**config.mk**
```make
export PLATFORM = sky130hd
export DESIGN_NAME = async_retry_csr_lock_regs
export DESIGN_NICKNAME = d
export VERILOG_FILES = /design/src/rtl/retry_lock_pkg.sv /design/src/rtl/async_retry_csr_lock_regs.sv /design/src/rtl/retry_counter.sv
export SDC_FILE = /design/constraint.sdc
export NUM_CORES = 1
export LEC_CHECK = 0
export BUFFER_PORTS_ARGS = -buffer_cell sky130_fd_sc_hd__buf_2
export CAP_MARGIN = 20
export CORE_UTILIZATION = 45
export CTS_BUF_LIST = sky130_fd_sc_hd__clkbuf_8
export CTS_CLUSTER_SIZE = 24
export DETAILED_ROUTE_END_ITERATION = 8
export PLACE_DENSITY = 0.66
export SYNTH_ARGS = -nofsm -noshare
export SYNTH_HDL_FRONTEND = slang
export SYNTH_SLANG_ARGS = --single-unit
export TNS_END_PERCENT = 5
```
**constraint.sdc**
```tcl
create_clock -name clock -period 13.3 [get_ports clock]
set_input_delay 2.66 -clock clock [delete_from_list [all_inputs] [get_ports clock]]
set_output_delay 2.66 -clock clock [all_outputs]
set_load 0.005 [all_outputs]
```
**src/rtl/retry_lock_pkg.sv**
```systemverilog
// constants and types shared by the retry limit and lock swap register block
//
// Overview of operation
// second bound field always reads zero
// cycle bound field always reads zero
// retry bits 15 to 12 read zero
// field 11:8 limits physical response retries
// field 7:4 limits async response retries
// field 3:0 limits async request retries
// retry register resets to all zeros
// data word stored when compare matches
// compare word checked against selected resource
// complete flag bit 31 set after swap
// control write clears flag, reset sets it
// two-bit select picks one of four resources
// control bits 30 to 2 read zero
// control write starts swap, returns prior value
// per packet retry count, give up at limit
package retry_lock_pkg;

  localparam int ADDR_W = 8;
  localparam int DATA_W = 32;

  // register byte offsets
  localparam logic [7:0] OFS_RETRY = 8'h08;
  localparam logic [7:0] OFS_DATA = 8'h0c;
  localparam logic [7:0] OFS_COMPARE = 8'h10;
  localparam logic [7:0] OFS_CONTROL = 8'h14;
  localparam logic [7:0] OFS_IRQ_STATUS = 8'h18;
  localparam logic [7:0] OFS_IRQ_MASK = 8'h1c;

  // retry register fields
  localparam int RETRY_FIELD_W = 4;
  localparam int RETRY_WRITABLE_W = 12;
  localparam int PHYS_RESP_LSB = 8;
  localparam int ASYNC_RESP_LSB = 4;
  localparam int ASYNC_REQ_LSB = 0;
  localparam logic [31:0] RETRY_RESET = 32'h0000_0000;

  // control register fields
  localparam int COMPLETE_BIT = 31;
  localparam int SELECT_W = 2;
  localparam logic COMPLETE_RESET = 1'b1;
  localparam logic [1:0] SELECT_RESET = 2'h0;

  // lock resource selection codes and reset contents (neutral defaults)
  localparam logic [1:0] SEL_BUS_MANAGER_ID = 2'h0;
  localparam logic [1:0] SEL_BANDWIDTH_AVAILABLE = 2'h1;
  localparam logic [1:0] SEL_CHANNELS_AVAILABLE_HI = 2'h2;
  localparam logic [1:0] SEL_CHANNELS_AVAILABLE_LO = 2'h3;
  localparam logic [31:0] RESOURCE_RESET = 32'h0000_0000;

  // interrupt status bit positions
  localparam int IRQ_W = 4;
  localparam int IRQ_SWAP_DONE = 0;
  localparam int IRQ_GIVEUP_LSB = 1;

  // transmit units: 0 physical response, 1 async response, 2 async request
  localparam int NUM_UNITS = 3;

  // per-unit acknowledge events from the transmit logic
  typedef struct packed {
    logic start;
    logic busy_or_error;
    logic ack_ok;
  } tx_event_t;

  // per-unit retry decisions back to the transmit logic
  typedef struct packed {
    logic retry;
    logic give_up;
  } tx_decision_t;

  typedef enum {
    SWAP_IDLE,
    SWAP_RUN
  } swap_state_t;

  // lsb of a unit's limit field in the retry register
  function automatic int limit_lsb(input int unit);
    case (unit)
      0: limit_lsb = PHYS_RESP_LSB;
      1: limit_lsb = ASYNC_RESP_LSB;
      default: limit_lsb = ASYNC_REQ_LSB;
    endcase
  endfunction

endpackage

```
**src/rtl/async_retry_csr_lock_regs.sv**
```systemverilog
// retry limit and lock compare-swap registers behind an apb slave
`timescale 1ns/1ns
`default_nettype none
module async_retry_csr_lock_regs (
  // clock and reset
  input wire logic clock,
  input wire logic reset_n,
  // apb slave
  input wire logic psel,
  input wire logic penable,
  input wire logic pwrite,
  input wire logic [7:0] paddr,
  input wire logic [31:0] pwdata,
  output logic [31:0] prdata,
  output logic pready,
  output logic pslverr,
  // transmit units
  input wire retry_lock_pkg::tx_event_t [2:0] tx_event,
  output retry_lock_pkg::tx_decision_t [2:0] tx_decision,
  // bus-management resources as seen by the link
  output logic [31:0] bus_manager_id,
  output logic [31:0] bandwidth_available,
  output logic [31:0] channels_available_hi,
  output logic [31:0] channels_available_lo,
  // interrupt
  output logic irq
);

  logic rst_meta_q;
  logic rst_n_q;

  // reset release through two flops; assertion stays asynchronous
  always_ff @(posedge clock or negedge reset_n) begin
    if (!reset_n) begin
      rst_meta_q <= 1'b0;
      rst_n_q <= 1'b0;
    end else begin
      rst_meta_q <= 1'b1;
      rst_n_q <= rst_meta_q;
    end
  end

  logic setup;
  logic wr_en;
  logic [31:0] retry_q;
  logic [31:0] data_q;
  logic [31:0] compare_q;
  logic complete_q;
  logic [1:0] select_q;
  logic [3:0] irq_status_q;
  logic [3:0] irq_mask_q;
  logic [31:0] resource_q [4];
  logic [31:0] rdata_q;
  logic slverr_q;
  retry_lock_pkg::swap_state_t state_q;
  logic [31:0] current;
  logic match;
  logic swap_start;
  logic [2:0] give_up;

  function automatic logic is_mapped(input logic [7:0] a);
    is_mapped = (a == retry_lock_pkg::OFS_RETRY)
      || (a == retry_lock_pkg::OFS_DATA)
      || (a == retry_lock_pkg::OFS_COMPARE)
      || (a == retry_lock_pkg::OFS_CONTROL)
      || (a == retry_lock_pkg::OFS_IRQ_STATUS)
      || (a == retry_lock_pkg::OFS_IRQ_MASK);
  endfunction

  function automatic logic wr_hit(input logic en, input logic [7:0] a,
                                  input logic [7:0] ofs);
    wr_hit = en && (a == ofs);
  endfunction

  // zero wait states: read data is latched in the setup cycle
  assign setup = psel && !penable;
  assign pready = 1'b1;
  assign wr_en = psel && penable && pwrite;
  assign prdata = rdata_q;
  assign pslverr = slverr_q;

  // read mux, captured at setup so the data output comes from a flop
  always_ff @(posedge clock or negedge rst_n_q) begin
    if (!rst_n_q) begin
      rdata_q <= 32'h0000_0000;
      slverr_q <= 1'b0;
    end else if (setup) begin
      slverr_q <= !is_mapped(paddr);
      case (paddr)
        retry_lock_pkg::OFS_RETRY: rdata_q <= retry_q;
        retry_lock_pkg::OFS_DATA: rdata_q <= data_q;
        retry_lock_pkg::OFS_COMPARE: rdata_q <= compare_q;
        retry_lock_pkg::OFS_CONTROL:
          rdata_q <= {complete_q, 29'h0, select_q};
        retry_lock_pkg::OFS_IRQ_STATUS: rdata_q <= {28'h0, irq_status_q};
        retry_lock_pkg::OFS_IRQ_MASK: rdata_q <= {28'h000_0000, irq_mask_q};
        default: rdata_q <= 32'h0000_0000;
      endcase
    end
  end

  // retry limits; only the low twelve bits hold state
  always_ff @(posedge clock or negedge rst_n_q) begin
    if (!rst_n_q) begin
      retry_q <= retry_lock_pkg::RETRY_RESET;
    end else if (wr_hit(wr_en, paddr, retry_lock_pkg::OFS_RETRY)) begin
      // bits 31:12 forced to zero
      retry_q <= {20'h0_0000, pwdata[11:0]};
    end
  end

  // selected resource and comparison
  always_comb begin
    current = resource_q[select_q];
    match = (current == compare_q);
  end

  // a control write while a swap runs updates the select but starts nothing
  assign swap_start = wr_hit(wr_en, paddr, retry_lock_pkg::OFS_CONTROL)
    && (state_q == retry_lock_pkg::SWAP_IDLE);

  // swap sequencer: one cycle to compare and store
  always_ff @(posedge clock or negedge rst_n_q) begin
    if (!rst_n_q) begin
      state_q <= retry_lock_pkg::SWAP_IDLE;
    end else begin
      case (state_q)
        retry_lock_pkg::SWAP_IDLE:
          if (swap_start) state_q <= retry_lock_pkg::SWAP_RUN;
        retry_lock_pkg::SWAP_RUN: state_q <= retry_lock_pkg::SWAP_IDLE;
        default: state_q <= retry_lock_pkg::SWAP_IDLE;
      endcase
    end
  end

  // control: select and completion flag; completion wins over a write
  always_ff @(posedge clock or negedge rst_n_q) begin
    if (!rst_n_q) begin
      complete_q <= retry_lock_pkg::COMPLETE_RESET;
      select_q <= retry_lock_pkg::SELECT_RESET;
    end else begin
      if (wr_hit(wr_en, paddr, retry_lock_pkg::OFS_CONTROL)) begin
        select_q <= pwdata[1:0];
        complete_q <= 1'b0;
      end
      if (state_q == retry_lock_pkg::SWAP_RUN) complete_q <= 1'b1;
    end
  end

  // data and compare words; the swap returns the prior resource value
  always_ff @(posedge clock or negedge rst_n_q) begin
    if (!rst_n_q) begin
      data_q <= 32'h0000_0000;
      compare_q <= 32'h0000_0000;
    end else begin
      if (wr_hit(wr_en, paddr, retry_lock_pkg::OFS_DATA)) data_q <= pwdata;
      if (wr_hit(wr_en, paddr, retry_lock_pkg::OFS_COMPARE))
        compare_q <= pwdata;
      if (state_q == retry_lock_pkg::SWAP_RUN) data_q <= current;
    end
  end

  // the four lock resources, one generated flop group each
  genvar r;
  generate
    for (r = 0; r < 4; r++) begin : g_res
      always_ff @(posedge clock or negedge rst_n_q) begin
        if (!rst_n_q) begin
          resource_q[r] <= retry_lock_pkg::RESOURCE_RESET;
        end else if (state_q == retry_lock_pkg::SWAP_RUN
                     && select_q == 2'(r) && match) begin
          resource_q[r] <= data_q;
        end
      end
    end
  endgenerate

  assign bus_manager_id = resource_q[retry_lock_pkg::SEL_BUS_MANAGER_ID];
  assign bandwidth_available =
    resource_q[retry_lock_pkg::SEL_BANDWIDTH_AVAILABLE];
  assign channels_available_hi =
    resource_q[retry_lock_pkg::SEL_CHANNELS_AVAILABLE_HI];
  assign channels_available_lo =
    resource_q[retry_lock_pkg::SEL_CHANNELS_AVAILABLE_LO];

  // one retry counter per transmit unit, each fed its own limit field
  genvar u;
  generate
    for (u = 0; u < retry_lock_pkg::NUM_UNITS; u++) begin : g_unit
      localparam int LSB = retry_lock_pkg::limit_lsb(u);
      retry_counter u_cnt (
        .clock(clock),
        .rst_n(rst_n_q),
        .limit(retry_q[LSB +: 4]),
        .ev(tx_event[u]),
        .dec(tx_decision[u]),
        .count()
      );
      assign give_up[u] = tx_decision[u].give_up;
    end
  endgenerate

  // sticky status, write one to clear; a new event wins over the clear
  always_ff @(posedge clock or negedge rst_n_q) begin
    if (!rst_n_q) begin
      irq_status_q <= 4'h0;
      irq_mask_q <= 4'h0;
    end else begin
      if (wr_hit(wr_en, paddr, retry_lock_pkg::OFS_IRQ_MASK))
        irq_mask_q <= pwdata[3:0];
      irq_status_q <= (irq_status_q
        & ~(wr_hit(wr_en, paddr, retry_lock_pkg::OFS_IRQ_STATUS)
            ? pwdata[3:0] : 4'h0))
        | {give_up, state_q == retry_lock_pkg::SWAP_RUN};
    end
  end

  assign irq = |(irq_status_q & irq_mask_q);
endmodule // async_retry_csr_lock_regs
`default_nettype wire

```
**src/rtl/retry_counter.sv**
```systemverilog
// per-packet retry counter for one asynchronous transmit unit
`timescale 1ns/1ns
`default_nettype none
module retry_counter (
  // clock and synchronised reset
  input wire logic clock,
  input wire logic rst_n,
  // programmed limit
  input wire logic [3:0] limit,
  // acknowledge events and decisions
  input wire retry_lock_pkg::tx_event_t ev,
  output retry_lock_pkg::tx_decision_t dec,
  output logic [3:0] count
);

  logic active_q;
  logic [3:0] count_q;
  logic retry_q;
  logic give_up_q;

  // a new packet restarts the count; busy acks spend retries until the limit
  always_ff @(posedge clock or negedge rst_n) begin
    if (!rst_n) begin
      active_q <= 1'b0;
      count_q <= 4'h0;
      retry_q <= 1'b0;
      give_up_q <= 1'b0;
    end else begin
      retry_q <= 1'b0;
      give_up_q <= 1'b0;
      if (ev.start) begin
        active_q <= 1'b1;
        count_q <= 4'h0;
      end else if (active_q && ev.ack_ok) begin
        active_q <= 1'b0;
      end else if (active_q && ev.busy_or_error) begin
        if (count_q < limit) begin
          count_q <= count_q + 4'h1;
          retry_q <= 1'b1;
        end else begin
          active_q <= 1'b0; // zero limit lands here at once
          give_up_q <= 1'b1;
        end
      end
    end
  end

  assign dec.retry = retry_q;
  assign dec.give_up = give_up_q;
  assign count = count_q;
endmodule // retry_counter
`default_nettype wire

```
==> impl_results.md <==
- Fin Hold WS: 350 ps
- Critical-path maximum fanout: 32
- Root Buffer: clkbuf_8
- Tightest Pin Transition: 1060 ps
- Vias per inst: 5.53
- Post-route DRC violation count: 0
- Period utilization: 41.8%
- Clock Skew: 21.3 ps
- Area delta synth->final: 19.4%
- Hold Path Class: flip-flop to flip-flop
- Storage element area: 6820 um^2
- Number of core rows: 60
- CP delay by family, top: simple AND/OR/NAND/NOR gates
- Net Switching: 0.000391 W
- Syn Area/Cell: 12.8 um^2
- Clock Power Share: 45.1%
- Slew margin rel.: 29.0%
- Post-cts hold buffer count: 0
- Vias in the first global route: 8831
- LEAKAGE: 7.61 nW
- Fin. Hold Viols: 0
- Clock Sink Count: 272
- Clock period minus worst slack: 5560 ps
- # placed instances: 1491
- Post-synthesis async set-or-reset flop share: 100%
- Switching part of the total power: 23.6%
- Clock-pin transition on the worst setup and hold timing paths: 60 ps
- IO buf count: 221
- Maxcap violations: 0
- H-Tree Depth: 2
- Worst slack, placed: 7150 ps
- Worst setup SP type: primary input
- Power Density: 112 nW/um^2
- CTS tree: built
- Total setup buffers inserted after CTS: 0
- Non-filler cells in the finished layout: 1577
- Resized cells post-CTS: 0
- Register area share after synthesis: 54.8%
- Post-route ant nets: 0
- Sequential share of power: 51.4%
- Via count: 8718
- Worst-path cell chain: buf_2 -> or4_1 -> nor4b_2 -> and2_1 -> nor2b_4 -> mux2_2
- GRT Total Usage: 23.7%
- Post-Synthesis Cells: 971
- NumNets Final: 1265
- Fillers: 2336
- DR WL met2: 15900 um
- Final HPWL DP: 22900 um
- FF+latch count, synth: 272
- Die Wd: 168 um
- First drt pass iteration count: 5
- P_int: 0.00127 W
- Met3 wire length: 2060 um
- Comb power frac: 3.5%
- Endpoints failing setup: 0
- Largest stage delay on the critical path: 990 ps
- Routability Congestion: 0.758
- Gr ovfl total: 0
- Post-route setup TNS: 0 ps
- Status: complete, no violations
- Die Footprint: 28300 um^2
- Worst endpoint data arrival time: 5990 ps
- EDFF count, synth: 0
- Pin count of the biggest net entering global routing: 77
- Starting Density: 45.9%
- Initial antenna violation count: 3
- Wire length per cell: 20.8 um
- Worst Path Class, Setup: primary input to flip-flop
- CTS max path bufs: 3
- Synth cell types: 48
- Num CTS Buffers: 47
- Yosys warnings: 0
- Fin util: 54.8%
- Die height: 168 um
- M1 wire length: 14400 um
- # IOs: 223
- Core area: 27000 um^2
- Max Clk Rate: 180 MHz
- First-pass GRT wire length: 51600 um
- CP max stage cell: nor2b_4
- Initial DRC count: 583
- Most common flop cell mapped by yosys: dfrtp_1
- Max-slew violation count: 0
- Uppermost layer routed: met5
- Post-Route WL: 32900 um
- Buffer and inverter count on the worst path: 1
- RSZ-0062 raised after global routing: false
- Share of layout cells above drive strength 1: 40.8%
- Peak supply drop: 72.9 uV
- Worst skew pair latency: 560 ps
- Critical Path RT: 13730 ps
- Final setup margin: 7740 ps
- Multi-input gate area: 5320 um^2
- Synthesized area: 12400 um^2
- Kind of end point of the critical path: flip-flop
[flip-flops by register name (all words and copies together) (netlist names), 2 cells and up]
register                flops
retry_q                    12
irq_mask_q                  4
data_q                     32
bus_manager_id             32
select_q                    2
channels_available_hi      32
g_unit.u_cnt.retry_q        3
prdata                     32
g_unit.u_cnt.active_q       3
irq_status_q                4
compare_q                  32
g_unit.u_cnt.count         12
channels_available_lo      32
bandwidth_available        32
g_unit.u_cnt.give_up_q      3
[metrics by stage]
| step | power [W] | cell area, um^2 |
|---|---|---|
| finish | 0.00166 | 14800 |
| global route | 0.00172 | 14800 |
| CTS | 0.00168 | 14800 |
| detailed placement | 0.000927 | 13900 |
| global placement | 0.000926 | 13800 |
| floorplan | 0.000897 | 12400 |
[cells by family after synthesis]
kind of cell             count (synthesis)  synth area share [%]
flip-flops                             272                  54.8
multiplexers                           240                  24.2
AND/OR/NAND/NOR                        177                  6.61
AO/OA/AOI/OAI                          156                  7.80
buffers and inverters                   74                  2.58
XOR/XNOR                                39                  2.75
adder cells (fa/ha/maj)                 12                  1.21
other                                    1                0.0302
[power by group through the flow]
| stage | Combinational (W) | Sequential (W) | Clock, W |
|---|---|---|---|
| 4_1_cts | 0.0000600 | 0.000853 | 0.000767 |
| 3_3_place_gp | 0.0000585 | 0.000867 | 0 |
| 6_report | 0.0000587 | 0.000853 | 0.000749 |
| 3_5_place_dp | 0.0000597 | 0.000868 | 0 |
| 5_1_grt | 0.0000659 | 0.000855 | 0.000802 |
| 2_1_floorplan | 0.0000267 | 0.000871 | 0 |
[per-layer routing]
metal,GRT usage (%),up-vias
met5,0,-
met4,5.57,2
met1,32.4,4405
li1,-,3975
met2,39.3,288
met3,4.63,48
[cells in the final DEF, fill, tap and decap left out, drive strengths merged, types with 7 or more instances in the layout]
cell type | synthesis | final
nand3 | 7 | 7
a21o | 14 | 14
a31oi | 9 | 9
ha | 12 | 12
xnor2 | 37 | 37
clkbuf | 41 | 58
mux2i | 40 | 40
a22oi | 29 | 29
buf | 21 | 240
o21ai | 58 | 58
mux4 | 31 | 31
dfrtp | 271 | 271
nor3 | 7 | 7
nand2 | 76 | 76
nand4 | 12 | 12
nand2b | 8 | 8
mux2 | 169 | 169
a21oi | 26 | 26
nor2b | 9 | 9
inv | 12 | 31
nor2 | 42 | 42
[path summary, 6_finish.rpt]
| kind | start | endpoint | slack (ps) | cells after the start |
|---|---|---|---|---|
| setup / recovery | paddr[1] | compare_q[5] | 7740 | 6 |
| hold / removal | rst_meta_q | rst_n_q | 350 | 0 |
| setup reg to reg | select_q[0] | bus_manager_id[5] | 8670 | 8 |
| hold reg to reg | rst_meta_q | rst_n_q | 350 | 0 |
| max in group asynchronous | rst_n_q | bus_manager_id[17] | 10600 | 2 |
| min in group asynchronous | rst_n_q | bus_manager_id[6] | 430 | 0 |
[area by class of cell]
type	instances	share of cell area, %
repair buffers	240	8.58
well taps	341	2.88
clock buffers	58	5.39
multi-input cells	626	35.9
clock inverters	26	0.937
diodes	2	0.0338
inverters	12	0.304
flip-flops and latches	272	46.0
[cell usage after synthesis (2+ instances only)]
library cell	number	area, um^2
a21bo_2	3	30.0
xnor2_1	37	324
buf_2	10	50.1
nand2b_1	8	50.1
dfrtp_1	271	6780
mux2_2	147	1660
o21ai_0	58	290
nand3b_1	3	22.5
a22o_1	3	26.3
and2_1	2	12.5
nor4_2	2	25.0
mux2i_1	40	400
nand3_1	7	35.0
ha_1	12	150
a22oi_1	29	218
nand2_1	76	285
a31o_2	2	17.5
xor2_1	2	17.5
buf_4	8	60.1
nor3_1	7	35.0
nand4_1	12	75.1
a21o_1	14	105
mux2_1	22	248
inv_1	12	45.0
a211oi_1	3	22.5
a21oi_1	26	130
clkbuf_1	41	154
nor2_1	42	158
a2111oi_0	3	26.3
nor3b_1	2	15.0
mux4_2	31	698
a31oi_1	9	56.3
buf_1	3	11.3
nor2b_1	9	56.3
o22ai_1	2	12.5
[worst reg2reg max path, delay by kind of cell, from the launching register on]
| kind | cells | cell delay (ps) |
|---|---|---|
| mux | 2 | 960 |
| buf+inv | 2 | 1060 |
| flops | 1 | 780 |
| simple gates | 3 | 1280 |
| xor+xnor | 1 | 430 |
Power figures use the tool's default switching activity.
